$ cat src/include/dual_timer_consts.svh
// Register indices, field positions and bus codes of the dual timer block.
// Assumes it is included by bare name and used alongside dual_timer_pkg.
`ifndef DUAL_TIMER_CONSTS_SVH
`define DUAL_TIMER_CONSTS_SVH

// Register indices; the byte address of each is four times its index.
`define IDX_STATUS 8'h80
`define IDX_MASK 8'h81
`define IDX_CONTROL 8'h88
`define IDX_MODE 8'h89
`define IDX_LOW0 8'h8A
`define IDX_LOW1 8'h8B
`define IDX_HIGH0 8'h8C
`define IDX_HIGH1 8'h8D

// Field positions inside one nibble of the mode register.
`define NIB_GATE 3
`define NIB_SOURCE 2

// Field positions inside the control register.
`define CTL_FLAG1 7
`define CTL_RUN1 6
`define CTL_FLAG0 5
`define CTL_RUN0 4

// Operating modes held in the two low bits of each nibble.
`define MODE_PRESCALE 2'h0
`define MODE_WIDE 2'h1
`define MODE_RELOAD 2'h2
`define MODE_SPLIT 2'h3

// AXI response codes.
`define RESP_OKAY 2'h0
`define RESP_SLVERR 2'h2

`endif

$ cat src/include/dual_timer_pkg.sv
// Types of the dual timer block: the state records of both modules.
// Assumes nothing beyond a SystemVerilog compiler.
package dual_timer_pkg;

    // Whole state of the top module: bus slave, registers and interrupt.
    typedef struct packed {
        logic awready;
        logic wready;
        logic bvalid;
        logic [1:0] bresp;
        logic arready;
        logic rvalid;
        logic [1:0] rresp;
        logic [31:0] rdata;
        logic aw_got;
        logic w_got;
        logic [11:0] waddr;
        logic [7:0] wbyte;
        logic wlane;
        logic [7:0] mode;
        logic [7:0] low0;
        logic [7:0] high0;
        logic [7:0] low1;
        logic [7:0] high1;
        logic [1:0] run;
        logic [1:0] flag;
        logic [1:0] ist;
        logic [1:0] imask;
        logic irq;
    } top_state_t;

    // State of the count step generator.
    typedef struct packed {
        logic [1:0] prev;
        logic [1:0] step;
        logic high_step;
    } step_state_t;

endpackage

$ cat src/include/count_step_if.sv
// Carrier between the timer core and its count step generator.
// Assumes both ends share one clock; the core drives mode and run bits.
`timescale 1ns/1ps
interface count_step_if;
    logic [7:0] mode;
    logic [1:0] run;
    logic [1:0] step;
    logic high_step;

    modport source (input mode, input run, output step, output high_step);
    modport sink (output mode, output run, input step, input high_step);
endinterface

$ cat src/rtl/count_step.sv
// Count step generator: turns gating, source select and run bits into pulses.
// Assumes the pins are synchronous to aclk and the core reads steps one cycle later.
`timescale 1ns/1ps
`include "dual_timer_consts.svh"
module count_step (
    input wire logic aclk,
    input wire logic aresetn,
    input wire logic external_irq_pin_zero,
    input wire logic external_irq_pin_one,
    input wire logic count_input_zero,
    input wire logic count_input_one,
    count_step_if.source bus
);
    import dual_timer_pkg::*;

    step_state_t s;
    step_state_t next_s;
    logic [1:0] gate_pin;
    logic [1:0] count_pin;
    logic [1:0] enable;
    logic [1:0] raw_step;

    assign gate_pin = {external_irq_pin_one, external_irq_pin_zero};
    assign count_pin = {count_input_one, count_input_zero};

    // Each unit reads its own nibble of the mode register.
    for (genvar u = 0; u < 2; u++) begin : g_unit
        logic gate;
        logic source;
        assign gate = bus.mode[4 * u + `NIB_GATE];
        assign source = bus.mode[4 * u + `NIB_SOURCE];
        // Run bit alone, or run bit and high pin when gated.
        assign enable[u] = bus.run[u] && (!gate || gate_pin[u]);
        // Internal clock steps every cycle; counter mode needs a falling edge.
        assign raw_step[u] = enable[u] && (!source || (s.prev[u] && !count_pin[u]));
    end

    // The split high byte only looks at the second run bit.
    always_comb begin
        next_s = s;
        next_s.prev = count_pin;
        next_s.step = raw_step;
        next_s.high_step = bus.run[1];
    end

    // Steps are registered so the core sees clean one-cycle pulses.
    always_ff @(posedge aclk) begin
        if (!aresetn) begin
            s <= '0;
        end else begin
            s <= next_s;
        end
    end

    assign bus.step = s.step;
    assign bus.high_step = s.high_step;
endmodule

$ cat src/rtl/dual_timer.sv
// Dual timer/counter core with an AXI4-Lite register slave and one interrupt.
// Assumes one clock, synchronous inputs and an AXI4-Lite master on the bus.
//
// What this block does
// Unit one gated by its interrupt pin.
// Unit zero gated by its interrupt pin.
// Unit one counts clock or falling edges.
// Unit zero counts clock or falling edges.
// Unit one configured by upper mode nibble.
// Unit zero configured by lower mode nibble.
// Mode 0: five-bit prescale into high byte.
// Mode 1: plain sixteen-bit counter.
// Mode 2: low byte reloads from high.
// Mode 3: unit zero low byte own controls.
// Mode 3: unit zero high byte uses unit one.
// Unit one in mode 3 holds count.
// Overflow flags set, cleared on service, writable.
// Run bits switch counting on and off.
// Count bytes readable and writable any time.
//
// The implementer's own choice: the AXI4-Lite register port.
`timescale 1ns/1ps
`include "dual_timer_consts.svh"
module dual_timer (
    input wire logic aclk,
    input wire logic aresetn,
    input wire logic [11:0] awaddr,
    input wire logic awvalid,
    output logic awready,
    input wire logic [31:0] wdata,
    input wire logic [3:0] wstrb,
    input wire logic wvalid,
    output logic wready,
    output logic [1:0] bresp,
    output logic bvalid,
    input wire logic bready,
    input wire logic [11:0] araddr,
    input wire logic arvalid,
    output logic arready,
    output logic [31:0] rdata,
    output logic [1:0] rresp,
    output logic rvalid,
    input wire logic rready,
    input wire logic external_irq_pin_zero,
    input wire logic external_irq_pin_one,
    input wire logic count_input_zero,
    input wire logic count_input_one,
    input wire logic service_ack_zero,
    input wire logic service_ack_one,
    output logic irq
);
    import dual_timer_pkg::*;

    dual_timer_pkg::top_state_t s;
    dual_timer_pkg::top_state_t next_s;
    logic wr_do;
    logic [1:0] ev;
    logic [16:0] adv0;
    logic [16:0] adv1;
    logic [8:0] rd_hit;
    logic [8:0] wr_hit;
    logic split0;

    count_step_if cs();

    // Step generation is kept apart so edge detection stays in one place.
    count_step u_step (
        .aclk(aclk),
        .aresetn(aresetn),
        .external_irq_pin_zero(external_irq_pin_zero),
        .external_irq_pin_one(external_irq_pin_one),
        .count_input_zero(count_input_zero),
        .count_input_one(count_input_one),
        .bus(cs.source)
    );

    assign cs.mode = s.mode;
    assign cs.run = s.run;

    // True when a byte address equals the byte address of the given register index, which is four times the index.
    function automatic logic at(input logic [11:0] a, input logic [7:0] idx);
        at = (a == {2'b00, idx, 2'b00});
    endfunction

    // Read value of one register with a hit flag on top.
    function automatic logic [8:0] reg_value(input logic [11:0] a, input top_state_t t);
        logic [8:0] r;
        r = 9'h000;
        if (at(a, `IDX_STATUS)) begin
            r = {1'b1, 6'h00, t.ist};
        end else if (at(a, `IDX_MASK)) begin
            r = {1'b1, 6'h00, t.imask};
        end else if (at(a, `IDX_CONTROL)) begin
            r = {1'b1, t.flag[1], t.run[1], t.flag[0], t.run[0], 4'h0};
        end else if (at(a, `IDX_MODE)) begin
            r = {1'b1, t.mode};
        end else if (at(a, `IDX_LOW0)) begin
            r = {1'b1, t.low0};
        end else if (at(a, `IDX_LOW1)) begin
            r = {1'b1, t.low1};
        end else if (at(a, `IDX_HIGH0)) begin
            r = {1'b1, t.high0};
        end else if (at(a, `IDX_HIGH1)) begin
            r = {1'b1, t.high1};
        end
        reg_value = r;
    endfunction

    // One counting step of a unit in the given mode; result is {overflow, high, low}.
    // The three upper low-byte bits are left alone in prescale mode.
    function automatic logic [16:0] advance(input logic [1:0] m, input logic [7:0] lo,
                                            input logic [7:0] hi);
        logic [16:0] r;
        r = {1'b0, hi, lo};
        case (m)
            `MODE_PRESCALE: begin
                r[4:0] = lo[4:0] + 5'h01;
                if (lo[4:0] == 5'h1F) begin
                    r[15:8] = hi + 8'h01;
                    r[16] = (hi == 8'hFF);
                end
            end
            `MODE_WIDE: begin
                r = {1'b0, hi, lo} + 17'h00001;
            end
            `MODE_RELOAD: begin
                if (lo == 8'hFF) begin
                    r[7:0] = hi;
                    r[16] = 1'b1;
                end else begin
                    r[7:0] = lo + 8'h01;
                end
            end
            default: begin
                r[7:0] = lo + 8'h01;
                r[16] = (lo == 8'hFF);
            end
        endcase
        advance = r;
    endfunction

    assign adv0 = advance(s.mode[1:0], s.low0, s.high0);
    assign adv1 = advance(s.mode[5:4], s.low1, s.high1);
    assign split0 = (s.mode[1:0] == `MODE_SPLIT);
    assign rd_hit = reg_value(araddr, s);
    // The held write address is decoded apart, so the response code is a plain bit select.
    assign wr_hit = reg_value(s.waddr, s);

    // Next state: bus handshakes, counting, software writes, flags and interrupt.
    // Software writes are applied after counting so a write always replaces the count.
    always_comb begin
        next_s = s;
        wr_do = 1'b0;
        ev = 2'b00;

        // Write address and data are taken in either order and held until both arrive.
        if (s.awready && awvalid) begin
            next_s.aw_got = 1'b1;
            next_s.waddr = awaddr;
        end
        if (s.wready && wvalid) begin
            next_s.w_got = 1'b1;
            next_s.wbyte = wdata[7:0];
            next_s.wlane = wstrb[0];
        end
        if (s.aw_got && s.w_got) begin
            wr_do = 1'b1;
            next_s.aw_got = 1'b0;
            next_s.w_got = 1'b0;
            next_s.bvalid = 1'b1;
            next_s.bresp = wr_hit[8] ? `RESP_OKAY : `RESP_SLVERR;
        end
        if (s.bvalid && bready) begin
            next_s.bvalid = 1'b0;
        end

        // Reads answer one cycle after the address is taken.
        if (s.rvalid && rready) begin
            next_s.rvalid = 1'b0;
        end
        if (s.arready && arvalid) begin
            next_s.rvalid = 1'b1;
            next_s.rdata = {24'h000000, rd_hit[7:0]};
            next_s.rresp = rd_hit[8] ? `RESP_OKAY : `RESP_SLVERR;
            if (at(araddr, `IDX_STATUS)) begin
                next_s.ist = 2'b00;
            end
        end

        // Unit zero follows its own mode in every case.
        if (cs.step[0]) begin
            next_s.low0 = adv0[7:0];
            next_s.high0 = adv0[15:8];
            ev[0] = adv0[16];
        end
        // In split mode the high byte is a free timer owned by unit one's run bit.
        if (split0) begin
            next_s.high0 = s.high0;
            if (cs.high_step) begin
                next_s.high0 = s.high0 + 8'h01;
                ev[1] = (s.high0 == 8'hFF);
            end
        end
        // Unit one stops in mode 3; its overflow flag belongs to the split high byte.
        if (cs.step[1] && (s.mode[5:4] != `MODE_SPLIT)) begin
            next_s.low1 = adv1[7:0];
            next_s.high1 = adv1[15:8];
            ev[1] = ev[1] | (adv1[16] && !split0);
        end

        // Software writes; only the lowest byte lane carries register data.
        next_s.flag = s.flag & ~{service_ack_one, service_ack_zero};
        if (wr_do && s.wlane) begin
            if (at(s.waddr, `IDX_MODE)) begin
                next_s.mode = s.wbyte;
            end
            if (at(s.waddr, `IDX_LOW0)) begin
                next_s.low0 = s.wbyte;
            end
            if (at(s.waddr, `IDX_HIGH0)) begin
                next_s.high0 = s.wbyte;
            end
            if (at(s.waddr, `IDX_LOW1)) begin
                next_s.low1 = s.wbyte;
            end
            if (at(s.waddr, `IDX_HIGH1)) begin
                next_s.high1 = s.wbyte;
            end
            if (at(s.waddr, `IDX_MASK)) begin
                next_s.imask = s.wbyte[1:0];
            end
            if (at(s.waddr, `IDX_CONTROL)) begin
                next_s.run = {s.wbyte[`CTL_RUN1], s.wbyte[`CTL_RUN0]};
                next_s.flag = {s.wbyte[`CTL_FLAG1], s.wbyte[`CTL_FLAG0]};
            end
        end

        // Hardware setting beats any clear in the same cycle.
        next_s.flag = next_s.flag | ev;
        next_s.ist = next_s.ist | ev;
        next_s.irq = |(next_s.ist & next_s.imask);

        // Ready signals follow the next state so every output stays a flop.
        next_s.awready = !next_s.aw_got && !next_s.bvalid;
        next_s.wready = !next_s.w_got && !next_s.bvalid;
        next_s.arready = !next_s.rvalid;
    end

    // All state moves together on the clock; reset clears everything.
    always_ff @(posedge aclk) begin
        if (!aresetn) begin
            s <= '0;
        end else begin
            s <= next_s;
        end
    end

    assign awready = s.awready;
    assign wready = s.wready;
    assign bvalid = s.bvalid;
    assign bresp = s.bresp;
    assign arready = s.arready;
    assign rvalid = s.rvalid;
    assign rdata = s.rdata;
    assign rresp = s.rresp;
    assign irq = s.irq;
endmodule

$ cat config.mk
export PLATFORM = sky130hd
export DESIGN_NAME = dual_timer
export DESIGN_NICKNAME = d
export VERILOG_FILES = /design/src/include/dual_timer_pkg.sv /design/src/include/count_step_if.sv /design/src/rtl/count_step.sv /design/src/rtl/dual_timer.sv
export VERILOG_INCLUDE_DIRS = /design/src /design/src/include
export SDC_FILE = /design/constraint.sdc
export NUM_CORES = 1
export LEC_CHECK = 0
export BUFFER_PORTS_ARGS = -buffer_cell sky130_fd_sc_hd__buf_4
export CORE_MARGIN = 2
export CORE_UTILIZATION = 45
export CTS_CLUSTER_DIAMETER = 100
export DETAILED_ROUTE_END_ITERATION = 8
export PLACE_DENSITY = 0.66
export SETUP_SLACK_MARGIN = 0.5
export SYNTH_ARGS = -nofsm -noshare
export SYNTH_HDL_FRONTEND = slang
export SYNTH_SLANG_ARGS = --single-unit
export TNS_END_PERCENT = 30
$ cat constraint.sdc
create_clock -name aclk -period 6.64 [get_ports aclk]
set_clock_uncertainty 0.05 [all_clocks]
set_input_delay 0.996 -clock aclk [delete_from_list [all_inputs] [get_ports aclk]]
set_output_delay 0.996 -clock aclk [all_outputs]
set_load 0.01 [all_outputs]
Word level (Yosys, flattened, before mapping)
Index checks and enable logic that the tools add are counted.
{"block": "totals", "out_inout_bits": 42, "input_bits": 73, "reg_bits": 94}
{"block": "classes", "reduce_logical": 37, "n_mux": 58, "add_sub_neg": 8, "n_eq_ne": 28, "bitwise_logic": 6}
{"op": "12-bit by 10-bit equality test with 1-bit output (second input constant)", "count": 16}
{"op": "9-bit two-way mux", "count": 18}
{"op": "8-bit two-way mux", "count": 8}
{"op": "36-bit two-way mux", "count": 1}
{"op": "35-bit two-way mux", "count": 1}
{"op": "16-bit by 1-bit adder with 17-bit output (second input constant)", "count": 2}
{"op": "8-bit by 1-bit adder with 8-bit output (second input constant)", "count": 4}
{"op": "8-bit equality test (second input constant)", "count": 4}
{"op": "16-bit two-way mux", "count": 2}
{"op": "8-bit one-hot mux with 2 select lines", "count": 2}
{"op": "5-bit one-hot mux with 3 select lines", "count": 2}
{"op": "3-bit one-hot mux with 3 select lines", "count": 2}
{"op": "1-bit logical AND", "count": 17}
{"op": "2-bit two-way mux", "count": 7}
{"op": "1-bit zero test", "count": 11}
{"op": "1-bit two-way mux", "count": 11}
{"op": "5-bit by 1-bit adder with 5-bit output (second input constant)", "count": 2}
{"op": "5-bit equality test (second input constant)", "count": 2}
{"op": "2-bit equality test (second input constant)", "count": 3}
{"op": "1-bit one-hot mux with 3 select lines", "count": 2}
{"op": "2-bit AND", "count": 2}
{"op": "2-bit by 1-bit equality test with 1-bit output (second input constant)", "count": 2}
{"op": "2-bit zero test", "count": 2}
{"op": "1-bit logical OR", "count": 4}
{"op": "other kinds (8)", "count": 10}

Longest topological paths before layout
{"block": "depth", "word_depth": 14, "mapped_depth": 9}

Modules after synthesis
Synthesis repeated with hierarchy kept, for this count alone.
{"block": "unflattened", "hier_cells": 768, "hier_area_um2": 5987.0}
{"module": "dual_timer", "cells_per_inst": 750, "instances": 1, "seq_area_each_um2": 1741.7, "area_per_inst_um2": 5781.8}
{"module": "count_step", "cells_per_inst": 18, "instances": 1, "seq_area_each_um2": 100.1, "area_per_inst_um2": 205.2}

Least setup slack after synthesis
No wires, ideal clock.
{"block": "synth_path", "path_type": "in2reg", "startpoint": "in araddr[4]", "endpoint": "reg s, in the netlist rdata[4]", "n_path_buf": 0, "slack_ns": 3.974, "path_stages": 5, "t_arrival_ns": 2.479, "path_cell_list": "nor4b_1 > nand3_1 > or4_1 > o22ai_1 > nor3_1"}
{"block": "synth_via", "elab_chain_cells": 9, "elab_cells_between_ends": 16, "classes_between": "eq/ne: 8; mux: 8"}
{"element": "start, declared", "line": "dual_timer.sv:37", "rtl": "input wire logic [11:0] araddr,"}
{"element": "12-bit by 10-bit equality test with 1-bit output", "line": "dual_timer.sv:82", "rtl": "at = (a == {2'b00, idx, 2'b00});"}
{"element": "9-bit two-way mux", "line": "dual_timer.sv:103", "rtl": "end else if (at(a, `IDX_HIGH1)) begin"}
{"element": "9-bit two-way mux", "line": "dual_timer.sv:101", "rtl": "end else if (at(a, `IDX_HIGH0)) begin"}
{"element": "9-bit two-way mux", "line": "dual_timer.sv:99", "rtl": "end else if (at(a, `IDX_LOW1)) begin"}
{"element": "9-bit two-way mux", "line": "dual_timer.sv:97", "rtl": "end else if (at(a, `IDX_LOW0)) begin"}
{"element": "9-bit two-way mux", "line": "dual_timer.sv:95", "rtl": "end else if (at(a, `IDX_MODE)) begin"}
{"element": "9-bit two-way mux", "line": "dual_timer.sv:93", "rtl": "end else if (at(a, `IDX_CONTROL)) begin"}
{"element": "9-bit two-way mux", "line": "dual_timer.sv:91", "rtl": "end else if (at(a, `IDX_MASK)) begin"}
{"element": "9-bit two-way mux *", "line": "dual_timer.sv:89", "rtl": "if (at(a, `IDX_STATUS)) begin"}
{"element": "end signal, assigned", "line": "dual_timer.sv:254", "rtl": "s <= next_s;"}
{"element": "end, declared", "line": "dual_timer.sv:54", "rtl": "dual_timer_pkg::top_state_t s;"}
Mark *: on every way between the ends. The rest lies on a longest branch, timed or not.
A chain may end at the register's enable or synchronous reset.

Final worst setup path
{"block": "layout_path", "startpoint": "reg s, in the netlist cs.mode[1]", "endpoint": "reg s[35] (netlist name)"}
{"block": "layout_via", "elab_chain_cells": 5, "elab_cells_between_ends": 7, "classes_between": "eq/ne: 2; mux: 4; reduce/logical: 1"}
{"element": "2-bit equality test, or another cell as far along", "line": "dual_timer.sv:115", "rtl": "case (m)"}
{"element": "5-bit one-hot mux with 3 select lines *", "line": "dual_timer.sv:115"}
{"element": "16-bit two-way mux *", "line": "dual_timer.sv:191", "rtl": "if (cs.step[0]) begin"}
{"element": "8-bit two-way mux", "line": "dual_timer.sv:217", "rtl": "if (at(s.waddr, `IDX_LOW0)) begin"}
{"element": "36-bit two-way mux *", "line": "dual_timer.sv:213", "rtl": "if (wr_do && s.wlane) begin"}
Marks and branches as above.

==> impl_metrics.env <==
export IMPL_fmax_mhz=360.5
export IMPL_crit_fanout=19
export IMPL_place_hpwl_um=12270
export IMPL_worst_setup_path_start_kind="register"
export IMPL_syn_area_um2=5829
export IMPL_max_slew_margin_pct=37.86
export IMPL_areaGrowthSynthToFinish_pct=11.23
export IMPL_cp_cell_sequence="inv_1 > nor4_2 > a21oi_1 > or3_1 > a21oi_1"
export IMPL_numPortBuffers=61
export IMPL_die_area_um2=13880
export IMPL_ctsResizeCount=0
export IMPL_tritoncts="built"
export IMPL_clk_pin_slew_ps=70
export IMPL_final_cell_mix="nand2_1, dfxtp_1, a21oi_1"
export IMPL_wirelength_um=16860
export IMPL_synth_cell_types=77
export IMPL_placementRows=41
export IMPL_h_tree_depth=3
export IMPL_grt_max_degree=48
export IMPL_critPathMaxStageDelay_ps=860
export IMPL_cp_arrival_ps=3010
export IMPL_drv_cap=0
export IMPL_tightest_slew_ps=924.4
export IMPL_core_um2=12620
export IMPL_fin_crit_sh_pct=41.78
export IMPL_synthesis_instances=763
export IMPL_cts_buffer_depth=2
export IMPL_cp_slowest_cell="nor4_2"
export IMPL_finalHoldViolCount=0
export IMPL_fp_dieW_um=117.8
export IMPL_fill_cells=1212
export IMPL_antenna_found_initial=0
export IMPL_track_usage_pct=24.07
export IMPL_via_count=5743
export IMPL_yosysTopAreaCell="dfxtp_1"
export IMPL_grt_pass1_vias=5161
export IMPL_leakage_nw=2.273
export IMPL_synth_async_sr_flop_share_pct=0
export IMPL_grt_overflow=0
export IMPL_clock_latency_ps=350
export IMPL_p_total_mw=1.292
export IMPL_die_h_um=117.8
export IMPL_cts_buffers=9
export IMPL_grt_pass1_wl_um=27010
export IMPL_synthFlopType="dfxtp_1"
export IMPL_drc=0
export IMPL_worstSetupPathType="register to register"
export IMPL_crit_required_ps=6880
export IMPL_clockRootBuffer="clkbuf_16"
export IMPL_synth_area_top_cells="dfxtp_1, nand2_1, a21oi_1, buf_4, mux2i_1"
export IMPL_setup_tns_ps=0
export IMPL_p_sw_uw=310.1
export IMPL_slew_viol_final=0
export IMPL_crit_top_cell="a21oi_1"
export IMPL_combPwrFrac_pct=7.9
export IMPL_p_int_uw=981.4
export IMPL_clkPwrFrac_pct=46.9
export IMPL_synth_enable_flop_cells=0
export IMPL_yosys_warnings=0
export IMPL_place_congestion=0.8974
export IMPL_p_per_area_nw_per_um2=199.2
export IMPL_setup_viol=0
export IMPL_synth_top_cell_area_share_pct=31.59
export IMPL_rsz0062_at_grt="no"
export IMPL_yosys_register_bits=92
export IMPL_swShare_pct=24.01
export IMPL_vdd_ir_drop_max_mv=0.1240
export IMPL_drt_iter0_drc=492
export IMPL_post_drt_wl_per_cell_um=17.69
export IMPL_fin_crit_ps=2774
export IMPL_final_util_pct=51.38
export IMPL_cts_hold_repair_buffers=0
export IMPL_hp_class="register to register"
export IMPL_seq_area_frac_synth_pct=31.59
export IMPL_avgViaCountPerCell=6.026
export IMPL_final_nets=856
export IMPL_synth_area_per_cell_um2=7.640
export IMPL_post_cts_buffers=0
export IMPL_ant_nets=0
export IMPL_io_pins=115
export IMPL_n_antenna_cell=0
export IMPL_start_util_pct=46.19
export IMPL_seqPwrFrac_pct=45.2
export IMPL_clock_sinks=92
export IMPL_drtPass1Iterations=6
export IMPL_end_kind="register"
export IMPL_final_common_cell="nand2_1"
export IMPL_run_status="finished clean"
export IMPL_drive_gt1_share_pct=13.19
[flip-flops by register name, summed over array words and instances, names as in the netlist]
| signal | flops |
|---|---|
| u_step.bus.step | 2 |
| rdata | 8 |
| rvalid | 1 |
| arready | 1 |
| cs.mode | 8 |
| rresp | 1 |
| bresp | 1 |
| u_step.bus.high_step | 1 |
| bvalid | 1 |
| awready | 1 |
| cs.run | 2 |
| s | 61 |
| u_step.s | 2 |
| irq | 1 |
| wready | 1 |
[worst paths after layout]
| path | slack (ps) | startpoint | cells after the start | to |
|---|---|---|---|---|
| worst max-delay path | 3870 | cs.mode[1] | 5 | s[35] |
| worst min-delay path | 400 | s[68] | 2 | s[68] |
| worst max register to register | 3870 | cs.mode[1] | 5 | s[35] |
| worst min register to register | 400 | s[68] | 2 | s[68] |
[metrics by stage]
| stage | area (µm²) | instances | worst slack [ps] | hold WS (ps) |
|---|---|---|---|---|
| 2_1_floorplan | 5923 | 788 | 3974 | 370.6 |
| 6_report | 6484 | 953 | 3866 | 403.4 |
| 5_1_grt | 6484 | 953 | 3693 | 425.3 |
| 4_1_cts | 6484 | 953 | 3932 | 407.8 |
| 3_5_place_dp | 6138 | 937 | 3563 | 398.7 |
| 3_3_place_gp | 6138 | 937 | 3575 | 389.9 |
[power by group through the flow]
stage                     sequential (mW)  clock (mW)  combinational (mW)
after detailed placement            0.596           0               0.102
after floorplan                     0.586           0              0.0806
after CTS                           0.583       0.615               0.102
after global routing                0.585       0.639               0.113
final                               0.583       0.606               0.103
after global placement              0.595           0              0.0997
[critical path, delay by kind of cell, from the launching register on]
kind	cells	cell delay [ps]
simple gates	2	1230
flops	1	800
buf+inv	1	320
compound gates	2	290
[kinds of logic (layout without fill, tap and decap cells)]
| family | count (synthesis) | count (layout) | synth area share (%) |
|---|---|---|---|
| and+or+nand+nor | 287 | 287 | 24.94 |
| AOI/OAI and AO/OA | 223 | 223 | 24.88 |
| buffers and inverters | 109 | 102 | 9.659 |
| DFF | 92 | 92 | 31.59 |
| muxes | 30 | 30 | 5.237 |
| xor gates and xnor gates | 13 | 13 | 1.953 |
| adders and majority gates | 8 | 8 | 1.674 |
| other | 1 | 26 | 0.06433 |
[cell usage after synthesis, drive strengths merged, types with 4 or more instances]
library cell	number
and2	12
nand4b	5
o211ai	9
a31oi	9
a221oi	6
ha	7
and3	6
nand2	101
or4	5
a311oi	4
nor2	45
clkbuf	40
nor4	8
o221a	4
xnor2	10
o22ai	15
inv	22
dfxtp	92
nor2b	11
mux2i	26
a211oi	7
o41ai	5
a21oi	67
nand4	14
buf	47
o2111ai	4
or2	7
o31ai	5
nor3	18
nand2b	11
mux2	4
o21ai	48
nand3	32
[cell type report]
cell class,count,area [µm²],area share [%]
flip-flops and latches,92,1842,28.41
clock buffers,10,229.0,3.531
well taps,172,215.2,3.319
inverters,22,82.58,1.274
multi-input cells,587,3518,54.26
clock inverters,6,116.4,1.795
repair buffers,64,480.5,7.410
[per-layer routing]
metal / GRT usage (%) / vias to the layer above / part of all wire (%)
li1: - / 2747 / -
met1: 32.68 / 2640 / 43
met2: 37.17 / 316 / 45
met3: 4.215 / 40 / 9.0
met4: 11.07 / 0 / 3.2
met5: 0 / - / 0
(Power assumes the default switching activity.)
